==> src/rtl/sfcs_pkg.sv <==
// Constants shared by the serial unit and its receiver.
// Assumes a 32-bit AXI4-Lite bus decoded on the low address byte.
package sfcs_pkg;
  // Register byte addresses
  localparam logic [7:0] ADDR_FORMAT = 8'h00;
  localparam logic [7:0] ADDR_CTL    = 8'h04;
  localparam logic [7:0] ADDR_DIV    = 8'h08;
  localparam logic [7:0] ADDR_TXDATA = 8'h0C;
  localparam logic [7:0] ADDR_RXDATA = 8'h10;
  localparam logic [7:0] ADDR_STATUS = 8'h14;
  // serial_format_reg fields
  localparam int FMT_SYNC  = 7;
  localparam int FMT_CHR7  = 6;
  localparam int FMT_PAR   = 5;
  localparam int FMT_ODD   = 4;
  localparam int FMT_STOP2 = 3;
  localparam int FMT_MP    = 2;
  // serial_ctl_reg fields
  localparam int CTL_TXEN  = 5;
  localparam int CTL_RXEN  = 4;
  localparam int CTL_CKHI  = 1;
  localparam int CTL_CKLO  = 0;
  // Status fields
  localparam int ST_TXEMPTY = 7;
  localparam int ST_RXFULL  = 6;
  localparam int ST_OVR     = 5;
  localparam int ST_FRM     = 4;
  localparam int ST_PAR     = 3;
  localparam int ST_TXEND   = 2;
  localparam int ST_MPB     = 1;
  // Transmit data multiprocessor bit
  localparam int TXD_MPB    = 8;
  // Reset values
  localparam logic [7:0] FMT_RST = 8'h00;
  localparam logic [7:0] CTL_RST = 8'h00;
  // Bit timing in ticks of the 16x clock
  localparam logic [3:0] SAMPLE_TICK = 4'h7;
  localparam logic [3:0] LAST_TICK   = 4'hF;
  localparam logic [2:0] LAST_BIT8   = 3'h7;
  localparam logic [2:0] LAST_BIT7   = 3'h6;
  localparam logic [1:0] RESP_OKAY   = 2'h0;
  localparam logic [1:0] RESP_SLVERR = 2'h2;
  // Frame position of a transmitter or receiver
  typedef enum logic [2:0] {
    B_IDLE  = 3'b000,
    B_START = 3'b001,
    B_DATA  = 3'b010,
    B_EXTRA = 3'b011,
    B_STOP  = 3'b100,
    B_STOP2 = 3'b101
  } sfcs_bit_e;
endpackage

==> src/rtl/sfcs_rx.sv <==
// Receive shifter of the serial unit, both modes.
// Assumes tick16 and syncSample are one-cycle enables on core_clk.
`timescale 1ns/10ps
module sfcs_rx (
  // Clock and reset
  input  wire logic       core_clk,
  input  wire logic       resetn,
  // Mode and format
  input  wire logic       enable,
  input  wire logic       syncMode,
  input  wire logic       chr7,
  input  wire logic       parEn,
  input  wire logic       oddPar,
  input  wire logic       stop2,
  input  wire logic       mpFmt,
  // Timing and line
  input  wire logic       tick16,
  input  wire logic       syncSample,
  input  wire logic       rxd,
  // Received character
  output logic            done,
  output logic [7:0]      data,
  output logic            mpBit,
  output logic            parErr,
  output logic            frmErr
);
  typedef struct packed {
    sfcs_pkg::sfcs_bit_e state;
    logic [3:0]          cnt;
    logic [2:0]          idx;
    logic [7:0]          shift;
    logic                extra;
    logic                lastRxd;
    logic                done;
    logic [7:0]          data;
    logic                mpBit;
    logic                parErr;
    logic                frmErr;
  } sfcs_rx_s;

  sfcs_rx_s s;
  sfcs_rx_s next_s;

  always_comb begin
    logic [7:0] word;
    word = chr7 ? {1'b0, s.shift[7:1]} : s.shift;
    next_s = s;
    next_s.done = 1'b0;
    next_s.lastRxd = rxd;
    if (!enable) begin
      next_s.state = sfcs_pkg::B_IDLE;
    end else if (syncMode) begin
      if (s.state != sfcs_pkg::B_DATA) begin
        next_s.state = sfcs_pkg::B_DATA;
        next_s.idx = 3'h0;
      end else if (syncSample) begin
        next_s.shift = {rxd, s.shift[7:1]};
        next_s.idx = s.idx + 3'h1;
        if (s.idx == sfcs_pkg::LAST_BIT8) begin
          next_s.done = 1'b1;
          next_s.data = {rxd, s.shift[7:1]};
          next_s.mpBit = 1'b0;
          next_s.parErr = 1'b0;
          next_s.frmErr = 1'b0;
        end
      end
    end else if (s.state == sfcs_pkg::B_IDLE) begin
      if (s.lastRxd && !rxd) begin
        next_s.state = sfcs_pkg::B_START;
        next_s.cnt = 4'h0;
      end
    end else if (tick16) begin
      next_s.cnt = s.cnt + 4'h1;
      if (s.cnt == sfcs_pkg::SAMPLE_TICK) begin
        unique case (s.state)
          sfcs_pkg::B_START: begin
            if (rxd) begin
              next_s.state = sfcs_pkg::B_IDLE;
            end else begin
              next_s.state = sfcs_pkg::B_DATA;
              next_s.idx = 3'h0;
            end
          end
          sfcs_pkg::B_DATA: begin
            next_s.shift = {rxd, s.shift[7:1]};
            next_s.idx = s.idx + 3'h1;
            if (s.idx == (chr7 ? sfcs_pkg::LAST_BIT7 : sfcs_pkg::LAST_BIT8)) begin
              next_s.state = (parEn || mpFmt) ? sfcs_pkg::B_EXTRA : sfcs_pkg::B_STOP;
            end
          end
          sfcs_pkg::B_EXTRA: begin
            next_s.extra = rxd;
            next_s.state = sfcs_pkg::B_STOP;
          end
          sfcs_pkg::B_STOP: begin
            next_s.done = 1'b1;
            next_s.data = word;
            next_s.frmErr = !rxd;
            next_s.mpBit = mpFmt && s.extra;
            next_s.parErr = parEn && !mpFmt && ((^word ^ s.extra) != oddPar);
            next_s.state = stop2 ? sfcs_pkg::B_STOP2 : sfcs_pkg::B_IDLE;
          end
          sfcs_pkg::B_STOP2: begin
            next_s.state = sfcs_pkg::B_IDLE;
          end
          default: begin
            next_s.state = sfcs_pkg::B_IDLE;
          end
        endcase
      end
    end
  end

  always_ff @(posedge core_clk or negedge resetn) begin
    if (!resetn) begin
      s <= '{state: sfcs_pkg::B_IDLE, lastRxd: 1'b1, default: '0};
    end else begin
      s <= next_s;
    end
  end

  assign done = s.done;
  assign data = s.data;
  assign mpBit = s.mpBit;
  assign parErr = s.parErr;
  assign frmErr = s.frmErr;
endmodule // sfcs_rx

==> src/rtl/sfcs_top.sv <==
// Serial unit: AXI4-Lite registers, clock select, transmitter, receive buffer.
// Assumes rxd and sckIn are synchronous to core_clk; sck pad resolved outside.
// Function
// Synchronous mode frames are always eight data bits, no extra or stop bits.
// Synchronous receive reports only overrun, never framing or parity errors.
// Format bit 7 selects asynchronous (0) or synchronous (1) operation.
// Format bit 6 selects eight (0) or seven (1) data bits.
// Format bit 5 adds one parity bit after the data.
// Format bit 3 selects one or two stop bits.
// Format bit 2 sends a multiprocessor bit instead of parity.
// Async, clock select 00: internal generator, clock pin unused.
// Async, clock select 01: internal generator, bit-rate clock driven out.
// Async, upper select set: clock pin supplies sixteen times bit rate.
// Sync, upper select clear: internal clock driven out on clock pin.
// Sync, upper select set: shift on clock from far end.
// Transmit and receive paths run independently for full duplex.
// Transmit and receive each hold one buffered character beyond the shifter.
// Async line idles high; a low start bit begins each character.
// Order: start, data LSB first, parity or multiprocessor bit, stops.
// Receiver aligns bit timing to the start bit falling edge.
// Receiver samples on the eighth tick of the 16x clock.
// Parity matches the even or odd polarity bit.
// After the stop bits the receiver waits for the next falling edge.
// A start bit found high at mid-bit is dropped as noise.
//
// The implementer's own choices: the address map and the AXI4-Lite interface to the registers.
`timescale 1ns/10ps
module sfcs_top #(
  parameter int DIV_W = 16
) (
  // Clock and reset
  input  wire logic        core_clk,
  input  wire logic        resetn,
  // AXI4-Lite write
  input  wire logic [31:0] s_axi_awaddr,
  input  wire logic        s_axi_awvalid,
  output logic             s_axi_awready,
  input  wire logic [31:0] s_axi_wdata,
  input  wire logic [3:0]  s_axi_wstrb,
  input  wire logic        s_axi_wvalid,
  output logic             s_axi_wready,
  output logic [1:0]       s_axi_bresp,
  output logic             s_axi_bvalid,
  input  wire logic        s_axi_bready,
  // AXI4-Lite read
  input  wire logic [31:0] s_axi_araddr,
  input  wire logic        s_axi_arvalid,
  output logic             s_axi_arready,
  output logic [31:0]      s_axi_rdata,
  output logic [1:0]       s_axi_rresp,
  output logic             s_axi_rvalid,
  input  wire logic        s_axi_rready,
  // Serial pins
  output logic             txd,
  input  wire logic        rxd,
  input  wire logic        sckIn,
  output logic             sckOut,
  output logic             sckOeN
);
  if (DIV_W < 4 || DIV_W > 16) begin : g_check
    $error("DIV_W must lie between 4 and 16");
  end

  typedef struct packed {
    logic [7:0]          fmt;
    logic [7:0]          ctl;
    logic [DIV_W-1:0]    div;
    logic [DIV_W-1:0]    divCnt;
    logic                sckPrev;
    logic                sckInt;
    logic                sckDrv;
    logic                sckOeN;
    sfcs_pkg::sfcs_bit_e txState;
    logic [3:0]          txPhase;
    logic [2:0]          txIdx;
    logic [7:0]          txShift;
    logic                txExtra;
    logic                txLine;
    logic [7:0]          txBuf;
    logic                txBufMpb;
    logic                txBufFull;
    logic                txEnd;
    logic [7:0]          rxData;
    logic                rxMpb;
    logic                rxFull;
    logic                ovr;
    logic                frm;
    logic                perr;
    logic                awHeld;
    logic [7:0]          awAddr;
    logic                wHeld;
    logic [31:0]         wData;
    logic [3:0]          wStrb;
    logic                bvalid;
    logic [1:0]          bresp;
    logic                rvalid;
    logic [31:0]         rdata;
    logic [1:0]          rresp;
  } sfcs_top_s;

  sfcs_top_s s;
  sfcs_top_s next_s;

  logic       syncMode;
  logic       ckHi;
  logic       ckLo;
  logic       rxEnable;
  logic       tick16;
  logic       syncRise;
  logic       syncFall;
  logic       rxDone;
  logic [7:0] rxWord;
  logic       rxMpBit;
  logic       rxParErr;
  logic       rxFrmErr;

  assign syncMode = s.fmt[sfcs_pkg::FMT_SYNC];
  assign ckHi = s.ctl[sfcs_pkg::CTL_CKHI];
  assign ckLo = s.ctl[sfcs_pkg::CTL_CKLO];
  // Receiving stops while an error flag stands
  assign rxEnable = s.ctl[sfcs_pkg::CTL_RXEN] && !s.ovr && !s.frm && !s.perr;

  // Receiver runs on its own timing, apart from the transmitter
  sfcs_rx u_rx (
    .core_clk   (core_clk),
    .resetn     (resetn),
    .enable     (rxEnable),
    .syncMode   (syncMode),
    .chr7       (s.fmt[sfcs_pkg::FMT_CHR7]),
    .parEn      (s.fmt[sfcs_pkg::FMT_PAR]),
    .oddPar     (s.fmt[sfcs_pkg::FMT_ODD]),
    .stop2      (s.fmt[sfcs_pkg::FMT_STOP2]),
    .mpFmt      (s.fmt[sfcs_pkg::FMT_MP]),
    .tick16     (tick16),
    .syncSample (syncRise),
    .rxd        (rxd),
    .done       (rxDone),
    .data       (rxWord),
    .mpBit      (rxMpBit),
    .parErr     (rxParErr),
    .frmErr     (rxFrmErr)
  );

  always_comb begin
    logic       divTick;
    logic       sckRise;
    logic       sckFall;
    logic       syncRun;
    logic       txDone;
    logic       load;
    logic       chr7;
    logic       mpFmt;
    logic [7:0] masked;
    logic [31:0] rd;
    logic       rdOk;
    divTick = 1'b0;
    sckRise = 1'b0;
    sckFall = 1'b0;
    syncRun = 1'b0;
    txDone = 1'b0;
    load = 1'b0;
    chr7 = s.fmt[sfcs_pkg::FMT_CHR7] && !syncMode;
    mpFmt = s.fmt[sfcs_pkg::FMT_MP] && !syncMode;
    masked = chr7 ? {1'b0, s.txBuf[6:0]} : s.txBuf;
    rd = 32'h0000_0000;
    rdOk = 1'b1;
    next_s = s;
    tick16 = 1'b0;
    syncRise = 1'b0;
    syncFall = 1'b0;

    // Bit rate generator and clock pin
    divTick = (s.divCnt == '0);
    next_s.divCnt = divTick ? s.div : s.divCnt - 1'b1;
    next_s.sckPrev = sckIn;
    sckRise = !s.sckPrev && sckIn;
    sckFall = s.sckPrev && !sckIn;
    syncRun = (s.txState == sfcs_pkg::B_DATA) || (rxEnable && !s.rxFull);
    tick16 = !syncMode && (ckHi ? sckRise : divTick);
    if (ckHi) begin
      syncRise = syncMode && sckRise;
      syncFall = syncMode && sckFall;
    end else begin
      syncRise = syncMode && divTick && !s.sckInt;
      syncFall = syncMode && divTick && s.sckInt && syncRun;
    end
    if (syncRise) begin
      next_s.sckInt = 1'b1;
    end else if (syncFall) begin
      next_s.sckInt = 1'b0;
    end
    if (syncMode) begin
      next_s.sckDrv = s.sckInt;
      next_s.sckOeN = ckHi;
    end else begin
      // Rising edge at the centre of each transmitted bit
      next_s.sckDrv = s.txPhase[3] || (s.txState == sfcs_pkg::B_IDLE);
      next_s.sckOeN = ckHi || !ckLo;
    end

    // Transmitter
    if (!s.ctl[sfcs_pkg::CTL_TXEN]) begin
      next_s.txState = sfcs_pkg::B_IDLE;
      next_s.txBufFull = 1'b0;
      next_s.txEnd = 1'b1;
      next_s.txLine = 1'b1;
    end else if (syncMode) begin
      if (s.txState != sfcs_pkg::B_DATA) begin
        next_s.txState = sfcs_pkg::B_IDLE;
        load = s.txBufFull;
      end else if (syncRise) begin
        next_s.txIdx = s.txIdx + 3'h1;
        if (s.txIdx == sfcs_pkg::LAST_BIT8) begin
          next_s.txState = sfcs_pkg::B_IDLE;
          next_s.txEnd = !s.txBufFull;
        end
      end else if (syncFall) begin
        next_s.txShift = {1'b0, s.txShift[7:1]};
        next_s.txLine = s.txShift[1];
      end
    end else if (s.txState == sfcs_pkg::B_IDLE) begin
      next_s.txLine = 1'b1;
      load = s.txBufFull;
    end else if (tick16) begin
      next_s.txPhase = s.txPhase + 4'h1;
      if (s.txPhase == sfcs_pkg::LAST_TICK) begin
        unique case (s.txState)
          sfcs_pkg::B_START: begin
            next_s.txState = sfcs_pkg::B_DATA;
            next_s.txLine = s.txShift[0];
          end
          sfcs_pkg::B_DATA: begin
            next_s.txIdx = s.txIdx + 3'h1;
            next_s.txShift = {1'b0, s.txShift[7:1]};
            next_s.txLine = s.txShift[1];
            if (s.txIdx == (chr7 ? sfcs_pkg::LAST_BIT7 : sfcs_pkg::LAST_BIT8)) begin
              if (s.fmt[sfcs_pkg::FMT_PAR] || mpFmt) begin
                next_s.txState = sfcs_pkg::B_EXTRA;
                next_s.txLine = s.txExtra;
              end else begin
                next_s.txState = sfcs_pkg::B_STOP;
                next_s.txLine = 1'b1;
              end
            end
          end
          sfcs_pkg::B_EXTRA: begin
            next_s.txState = sfcs_pkg::B_STOP;
            next_s.txLine = 1'b1;
          end
          sfcs_pkg::B_STOP: begin
            if (s.fmt[sfcs_pkg::FMT_STOP2]) begin
              next_s.txState = sfcs_pkg::B_STOP2;
            end else begin
              txDone = 1'b1;
            end
          end
          sfcs_pkg::B_STOP2: begin
            txDone = 1'b1;
          end
          default: begin
            next_s.txState = sfcs_pkg::B_IDLE;
          end
        endcase
      end
    end
    if (txDone) begin
      next_s.txState = sfcs_pkg::B_IDLE;
      next_s.txEnd = !s.txBufFull;
      load = s.txBufFull;
    end
    // Next character leaves the buffer as the frame starts
    if (load) begin
      next_s.txShift = s.txBuf;
      next_s.txBufFull = 1'b0;
      next_s.txEnd = 1'b0;
      next_s.txIdx = 3'h0;
      next_s.txPhase = 4'h0;
      next_s.txExtra = mpFmt ? s.txBufMpb : (^masked ^ s.fmt[sfcs_pkg::FMT_ODD]);
      if (syncMode) begin
        next_s.txState = sfcs_pkg::B_DATA;
        next_s.txLine = s.txBuf[0];
      end else begin
        next_s.txState = sfcs_pkg::B_START;
        next_s.txLine = 1'b0;
      end
    end

    // Bus write
    if (s.awHeld && s.wHeld) begin
      next_s.awHeld = 1'b0;
      next_s.wHeld = 1'b0;
      next_s.bvalid = 1'b1;
      next_s.bresp = sfcs_pkg::RESP_OKAY;
      unique case (s.awAddr)
        sfcs_pkg::ADDR_FORMAT: begin
          if (s.wStrb[0]) next_s.fmt = s.wData[7:0];
        end
        sfcs_pkg::ADDR_CTL: begin
          if (s.wStrb[0]) next_s.ctl = s.wData[7:0];
        end
        sfcs_pkg::ADDR_DIV: begin
          for (int b = 0; b < DIV_W; b++) begin
            if (s.wStrb[b / 8]) next_s.div[b] = s.wData[b];
          end
        end
        sfcs_pkg::ADDR_TXDATA: begin
          if (s.wStrb[0]) begin
            next_s.txBuf = s.wData[7:0];
            next_s.txBufMpb = s.wData[sfcs_pkg::TXD_MPB];
            next_s.txBufFull = s.ctl[sfcs_pkg::CTL_TXEN];
          end
        end
        sfcs_pkg::ADDR_STATUS: begin
          if (s.wStrb[0]) begin
            next_s.ovr = s.ovr && !s.wData[sfcs_pkg::ST_OVR];
            next_s.frm = s.frm && !s.wData[sfcs_pkg::ST_FRM];
            next_s.perr = s.perr && !s.wData[sfcs_pkg::ST_PAR];
          end
        end
        sfcs_pkg::ADDR_RXDATA: begin
        end
        default: begin
          next_s.bresp = sfcs_pkg::RESP_SLVERR;
        end
      endcase
    end
    if (s_axi_awvalid && s_axi_awready) begin
      next_s.awHeld = 1'b1;
      next_s.awAddr = s_axi_awaddr[7:0];
    end
    if (s_axi_wvalid && s_axi_wready) begin
      next_s.wHeld = 1'b1;
      next_s.wData = s_axi_wdata;
      next_s.wStrb = s_axi_wstrb;
    end
    if (s.bvalid && s_axi_bready) begin
      next_s.bvalid = 1'b0;
    end

    // Bus read
    if (s.rvalid && s_axi_rready) begin
      next_s.rvalid = 1'b0;
    end
    if (s_axi_arvalid && s_axi_arready) begin
      unique case (s_axi_araddr[7:0])
        sfcs_pkg::ADDR_FORMAT: rd[7:0] = s.fmt;
        sfcs_pkg::ADDR_CTL: rd[7:0] = s.ctl;
        sfcs_pkg::ADDR_DIV: rd[DIV_W-1:0] = s.div;
        sfcs_pkg::ADDR_TXDATA: rd[sfcs_pkg::TXD_MPB:0] = {s.txBufMpb, s.txBuf};
        sfcs_pkg::ADDR_RXDATA: begin
          rd[7:0] = s.rxData;
          next_s.rxFull = 1'b0;
        end
        sfcs_pkg::ADDR_STATUS: begin
          rd[sfcs_pkg::ST_TXEMPTY] = !s.txBufFull;
          rd[sfcs_pkg::ST_RXFULL] = s.rxFull;
          rd[sfcs_pkg::ST_OVR] = s.ovr;
          rd[sfcs_pkg::ST_FRM] = s.frm;
          rd[sfcs_pkg::ST_PAR] = s.perr;
          rd[sfcs_pkg::ST_TXEND] = s.txEnd;
          rd[sfcs_pkg::ST_MPB] = s.rxMpb;
        end
        default: rdOk = 1'b0;
      endcase
      next_s.rvalid = 1'b1;
      next_s.rdata = rd;
      next_s.rresp = rdOk ? sfcs_pkg::RESP_OKAY : sfcs_pkg::RESP_SLVERR;
    end

    // Receive buffer; hardware sets win over software clears
    if (rxDone) begin
      if (s.rxFull) begin
        next_s.ovr = 1'b1;
        next_s.rxFull = 1'b1;
      end else begin
        next_s.rxData = rxWord;
        next_s.rxMpb = rxMpBit;
        next_s.rxFull = 1'b1;
        next_s.frm = next_s.frm || rxFrmErr;
        next_s.perr = next_s.perr || rxParErr;
      end
    end
  end

  always_ff @(posedge core_clk or negedge resetn) begin
    if (!resetn) begin
      s <= '{fmt: sfcs_pkg::FMT_RST, ctl: sfcs_pkg::CTL_RST, txState: sfcs_pkg::B_IDLE,
             sckPrev: 1'b1, sckInt: 1'b1, sckDrv: 1'b1, sckOeN: 1'b1, txLine: 1'b1,
             txEnd: 1'b1, default: '0};
    end else begin
      s <= next_s;
    end
  end

  assign s_axi_awready = !s.awHeld && !s.bvalid;
  assign s_axi_wready = !s.wHeld && !s.bvalid;
  assign s_axi_bvalid = s.bvalid;
  assign s_axi_bresp = s.bresp;
  assign s_axi_arready = !s.rvalid;
  assign s_axi_rvalid = s.rvalid;
  assign s_axi_rdata = s.rdata;
  assign s_axi_rresp = s.rresp;
  assign txd = s.txLine;
  assign sckOut = s.sckDrv;
  assign sckOeN = s.sckOeN;
endmodule // sfcs_top

==> config.mk <==
export PLATFORM = sky130hd
export DESIGN_NAME = sfcs_top
export DESIGN_NICKNAME = d
export VERILOG_FILES = /design/src/rtl/sfcs_pkg.sv /design/src/rtl/sfcs_rx.sv /design/src/rtl/sfcs_top.sv
export SDC_FILE = /design/constraint.sdc
export NUM_CORES = 1
export LEC_CHECK = 0
export BUFFER_PORTS_ARGS = -buffer_cell sky130_fd_sc_hd__buf_2
export CORE_MARGIN = 5
export CORE_UTILIZATION = 39
export DETAILED_ROUTE_END_ITERATION = 8
export PLACE_DENSITY_LB_ADDON = 0.2
export SYNTH_ARGS = -nofsm -noshare
export SYNTH_HDL_FRONTEND = slang
export SYNTH_SLANG_ARGS = --single-unit
==> constraint.sdc <==
create_clock -name core_clk -period 3.1 [get_ports core_clk]
set_clock_uncertainty 0.1 [all_clocks]
set_input_delay 0.465 -clock core_clk [delete_from_list [all_inputs] [get_ports core_clk]]
set_output_delay 0.465 -clock core_clk [all_outputs]
set_load 0.005 [all_outputs]
==> flow_metrics.env <==
export IMPL_die_h_um=161
export IMPL_worstPathArrival_ps=3080
export IMPL_drt_first_pass_iters=5
export IMPL_cp_required_ps=3370
export IMPL_synthMuxAreaShare_pct=13.3
export IMPL_ys_ff_latch=176
export IMPL_io_pins=153
export IMPL_status="finished, final reports clean"
export IMPL_start_util_pct=39.5
export IMPL_dp_hpwl_mm=15.3
export IMPL_p_total_mw=6.19
export IMPL_async_flop_share_pct=100
export IMPL_cp_num_buf_inv=2
export IMPL_grt_start_max_net_pins=69
export IMPL_min_period_ps=2810
export IMPL_synth_simple_area_share_pct=14.3
export IMPL_placedCellCount=1151
export IMPL_finalCritPeriodShare_pct=90.6
export IMPL_insertion_delay_ps=440
export IMPL_cts_buffer_depth=2
export IMPL_grt_pass1_vias=6264
export IMPL_synth_top_family_by_area="simple AND/OR/NAND/NOR gates"
export IMPL_clock_fmax_mhz=356
export IMPL_antenna_left=0
export IMPL_grt_use_met3_pct=3.98
export IMPL_synth_fa_ha_area_share_pct=1.12
export IMPL_crit_chain="inv_1 > ha_1 > nor4b_2 > nand4_1 > nand2_1 > nand4b_1 > buf_4 > nor4_1 > a22o_1"
export IMPL_ys_seq_area_share_pct=49.6
export IMPL_crit_fanout=22
export IMPL_cap_violations=0
export IMPL_end_kind="register"
export IMPL_ys_warn_count=0
export IMPL_rsz0062_at_grt="false"
export IMPL_synth_compound_area_share_pct=12.8
export IMPL_via_per_inst=5.41
export IMPL_grtUsageMet2_pct=25.2
export IMPL_syn_area_sq_um=8900
export IMPL_ys_flop_type="dfrtp_1"
export IMPL_cts_root_buffer="clkbuf_16"
export IMPL_wire_per_inst_um=18.2
export IMPL_tightestPinTransition_ps=869
export IMPL_max_stage_delay_ps=490
export IMPL_fp_dieArea_sq_um=26000
export IMPL_dr_total_vias=6408
export IMPL_antenna_found_initial=1
export IMPL_ir_worst_vdd_mv=0.349
export IMPL_syn_to_final_growth_pct=12.7
export IMPL_min_path_type="in -> reg"
export IMPL_io_buffers=68
export IMPL_place_area_sq_um=9450
export IMPL_overflow=0
export IMPL_stdcell_count=1184
export IMPL_leakage_nw=4.49
export IMPL_synth_area_per_cell_sq_um=10.7
export IMPL_finalSetupViolCount=0
export IMPL_maxSlewHeadroom_pct=41.9
export IMPL_cts_htree_levels=4
export IMPL_post_cts_resize_count=0
export IMPL_numCtsBuffers=17
export IMPL_hold_buffers=1
export IMPL_nNetsFinal=1003
export IMPL_synth_xor_area_share_pct=3.34
export IMPL_die_w_um=161
export IMPL_maxSlewViolCount=0
export IMPL_cp_slowest_cell="nand2_1"
export IMPL_clk_pin_slew_ps=70
export IMPL_hold_viol_final=0
export IMPL_pre_cts_ws_ps=366
export IMPL_top_usage_layer="met1"
export IMPL_track_usage_pct=17.0
export IMPL_critical_path_startpoint_type="register"
export IMPL_grt_use_met1_pct=25.2
export IMPL_cp_top_family="simple AND/OR/NAND/NOR gates"
export IMPL_fin_area_sq_um=10000
export IMPL_first_iter_violations=468
export IMPL_post_cts_buffers=0
export IMPL_remaining_drc_errors=0
export IMPL_place_congestion=0.839
export IMPL_rows=55
export IMPL_syn_inst=833
export IMPL_cts_tree="done"
export IMPL_synth_cell_types=70
export IMPL_fin_tns_setup_ps=0
export IMPL_diodes=0
export IMPL_drive_gt1_share_pct=27.0
export IMPL_fin_ws_ps=292
export IMPL_power_density_nw_per_um2=617
export IMPL_grt_first_pass_wirelength_mm=35.4
export IMPL_core_area_sq_um=22600
export IMPL_wl_mm=21.6
export IMPL_clkSinkCount=176
export IMPL_synth_edf_count=0
export IMPL_crit_type="reg -> reg"
## path summary, 6_finish.rpt
check,start,slack (ps),cells after the start,to
max in group asynchronous,resetn,1600,3,s[47]
worst max-delay path,s[132],290,9,u_rx.parErr
worst max register to register,s[132],290,9,u_rx.parErr
min in group asynchronous,resetn,520,2,u_rx.s[23]
worst min-delay path,sckIn,40,1,s[131]
worst min register to register,s_axi_rdata[4],380,1,s_axi_rdata[4]
## through the flow
stage / utilization (%) / hold slack, ps
2_1_floorplan: - / 69.4
3_3_place_gp: 41.9 / 359
3_5_place_dp: 41.9 / 363
4_1_cts: 44.5 / 31.8
5_1_grt: 44.5 / 21.3
6_report: 44.5 / 40.9
## synthesized netlist by cell type, drive strengths merged (2+ instances only)
library cell	n	share of area [%]
a21oi	27	1.6
a21o	9	0.76
nor2b	9	0.63
and3	8	0.56
mux2	90	11
nand3	20	1.1
a211oi	2	0.17
dfstp	7	2.1
a2111oi	2	0.41
nor3b	3	0.37
inv	16	0.67
a22o	13	1.3
o32ai	2	0.20
nor3	12	0.67
or3	4	0.30
and4	2	0.21
nand2b	7	0.49
o31ai	9	0.76
xor2	9	0.89
o22ai	3	0.21
or2	2	0.14
dfrtp	169	47
o21bai	2	0.17
o21ai	53	3.0
nor4	12	1.3
and2	4	0.30
ha	8	1.1
nor2	44	1.9
a31oi	15	1.1
nand2	93	3.9
mux2i	15	1.7
clkbuf	26	1.1
a22oi	15	1.3
a32oi	2	0.20
o211ai	9	0.76
nand4	12	0.84
o21a	2	0.17
nand4b	4	0.39
nor4b	3	0.60
nand3b	2	0.17
buf	48	3.7
xnor2	25	2.5
## cells in the final DEF (no fill, tap or decap), drive strengths merged, types with 5 or more instances in the layout
cell / instances
a21o: 9
a21oi: 27
a22o: 13
a22oi: 15
a31oi: 15
and3: 8
buf: 90
clkbuf: 18
clkinv: 5
conb: 18
dfrtp: 169
dfstp: 7
ha: 8
inv: 23
mux2: 90
mux2i: 15
nand2: 93
nand2b: 7
nand3: 20
nand4: 12
nor2: 44
nor2b: 9
nor3: 12
nor4: 12
o211ai: 9
o21ai: 53
o31ai: 9
xnor2: 25
xor2: 9
## sequential cells by signal (all words and copies together), names as in the netlist, 8 cells and up
signal and count:
s 119, u_rx.data 8, u_rx.s 20, s_axi_rdata 16
## report_power, final
| group | internal [mW] | switching [mW] | leakage [nW] |
|---|---|---|---|
| combinational | 0.523 | 0.475 | 1.89 |
| clock | 1.09 | 1.03 | 0.280 |
| sequential | 2.66 | 0.408 | 2.32 |
## routing by layer
layer	wire [um]	up-vias
li1	-	3058
met1	10400	3130
met2	9520	192
met3	1310	26
met4	270	2
met5	12	-
## logic make-up after synthesis
kind of cell,after synthesis
multiplexers,106
AO/OA/AOI/OAI,173
flip-flops,176
adder cells (fa/ha/maj),8
other,1
buffers and inverters,90
XOR/XNOR,34
AND/OR/NAND/NOR,245
## area by class of cell
class,count,area (sq um)
clock buffer,18,439
clock inverter,14,140
fill,2166,12500
inverter,16,60.1
multi-input combinational,584,4070
sequential,176,4410
tap,285,357
timing repair buffer,91,559
No activity file was read; power rests on OpenSTA's default activity.
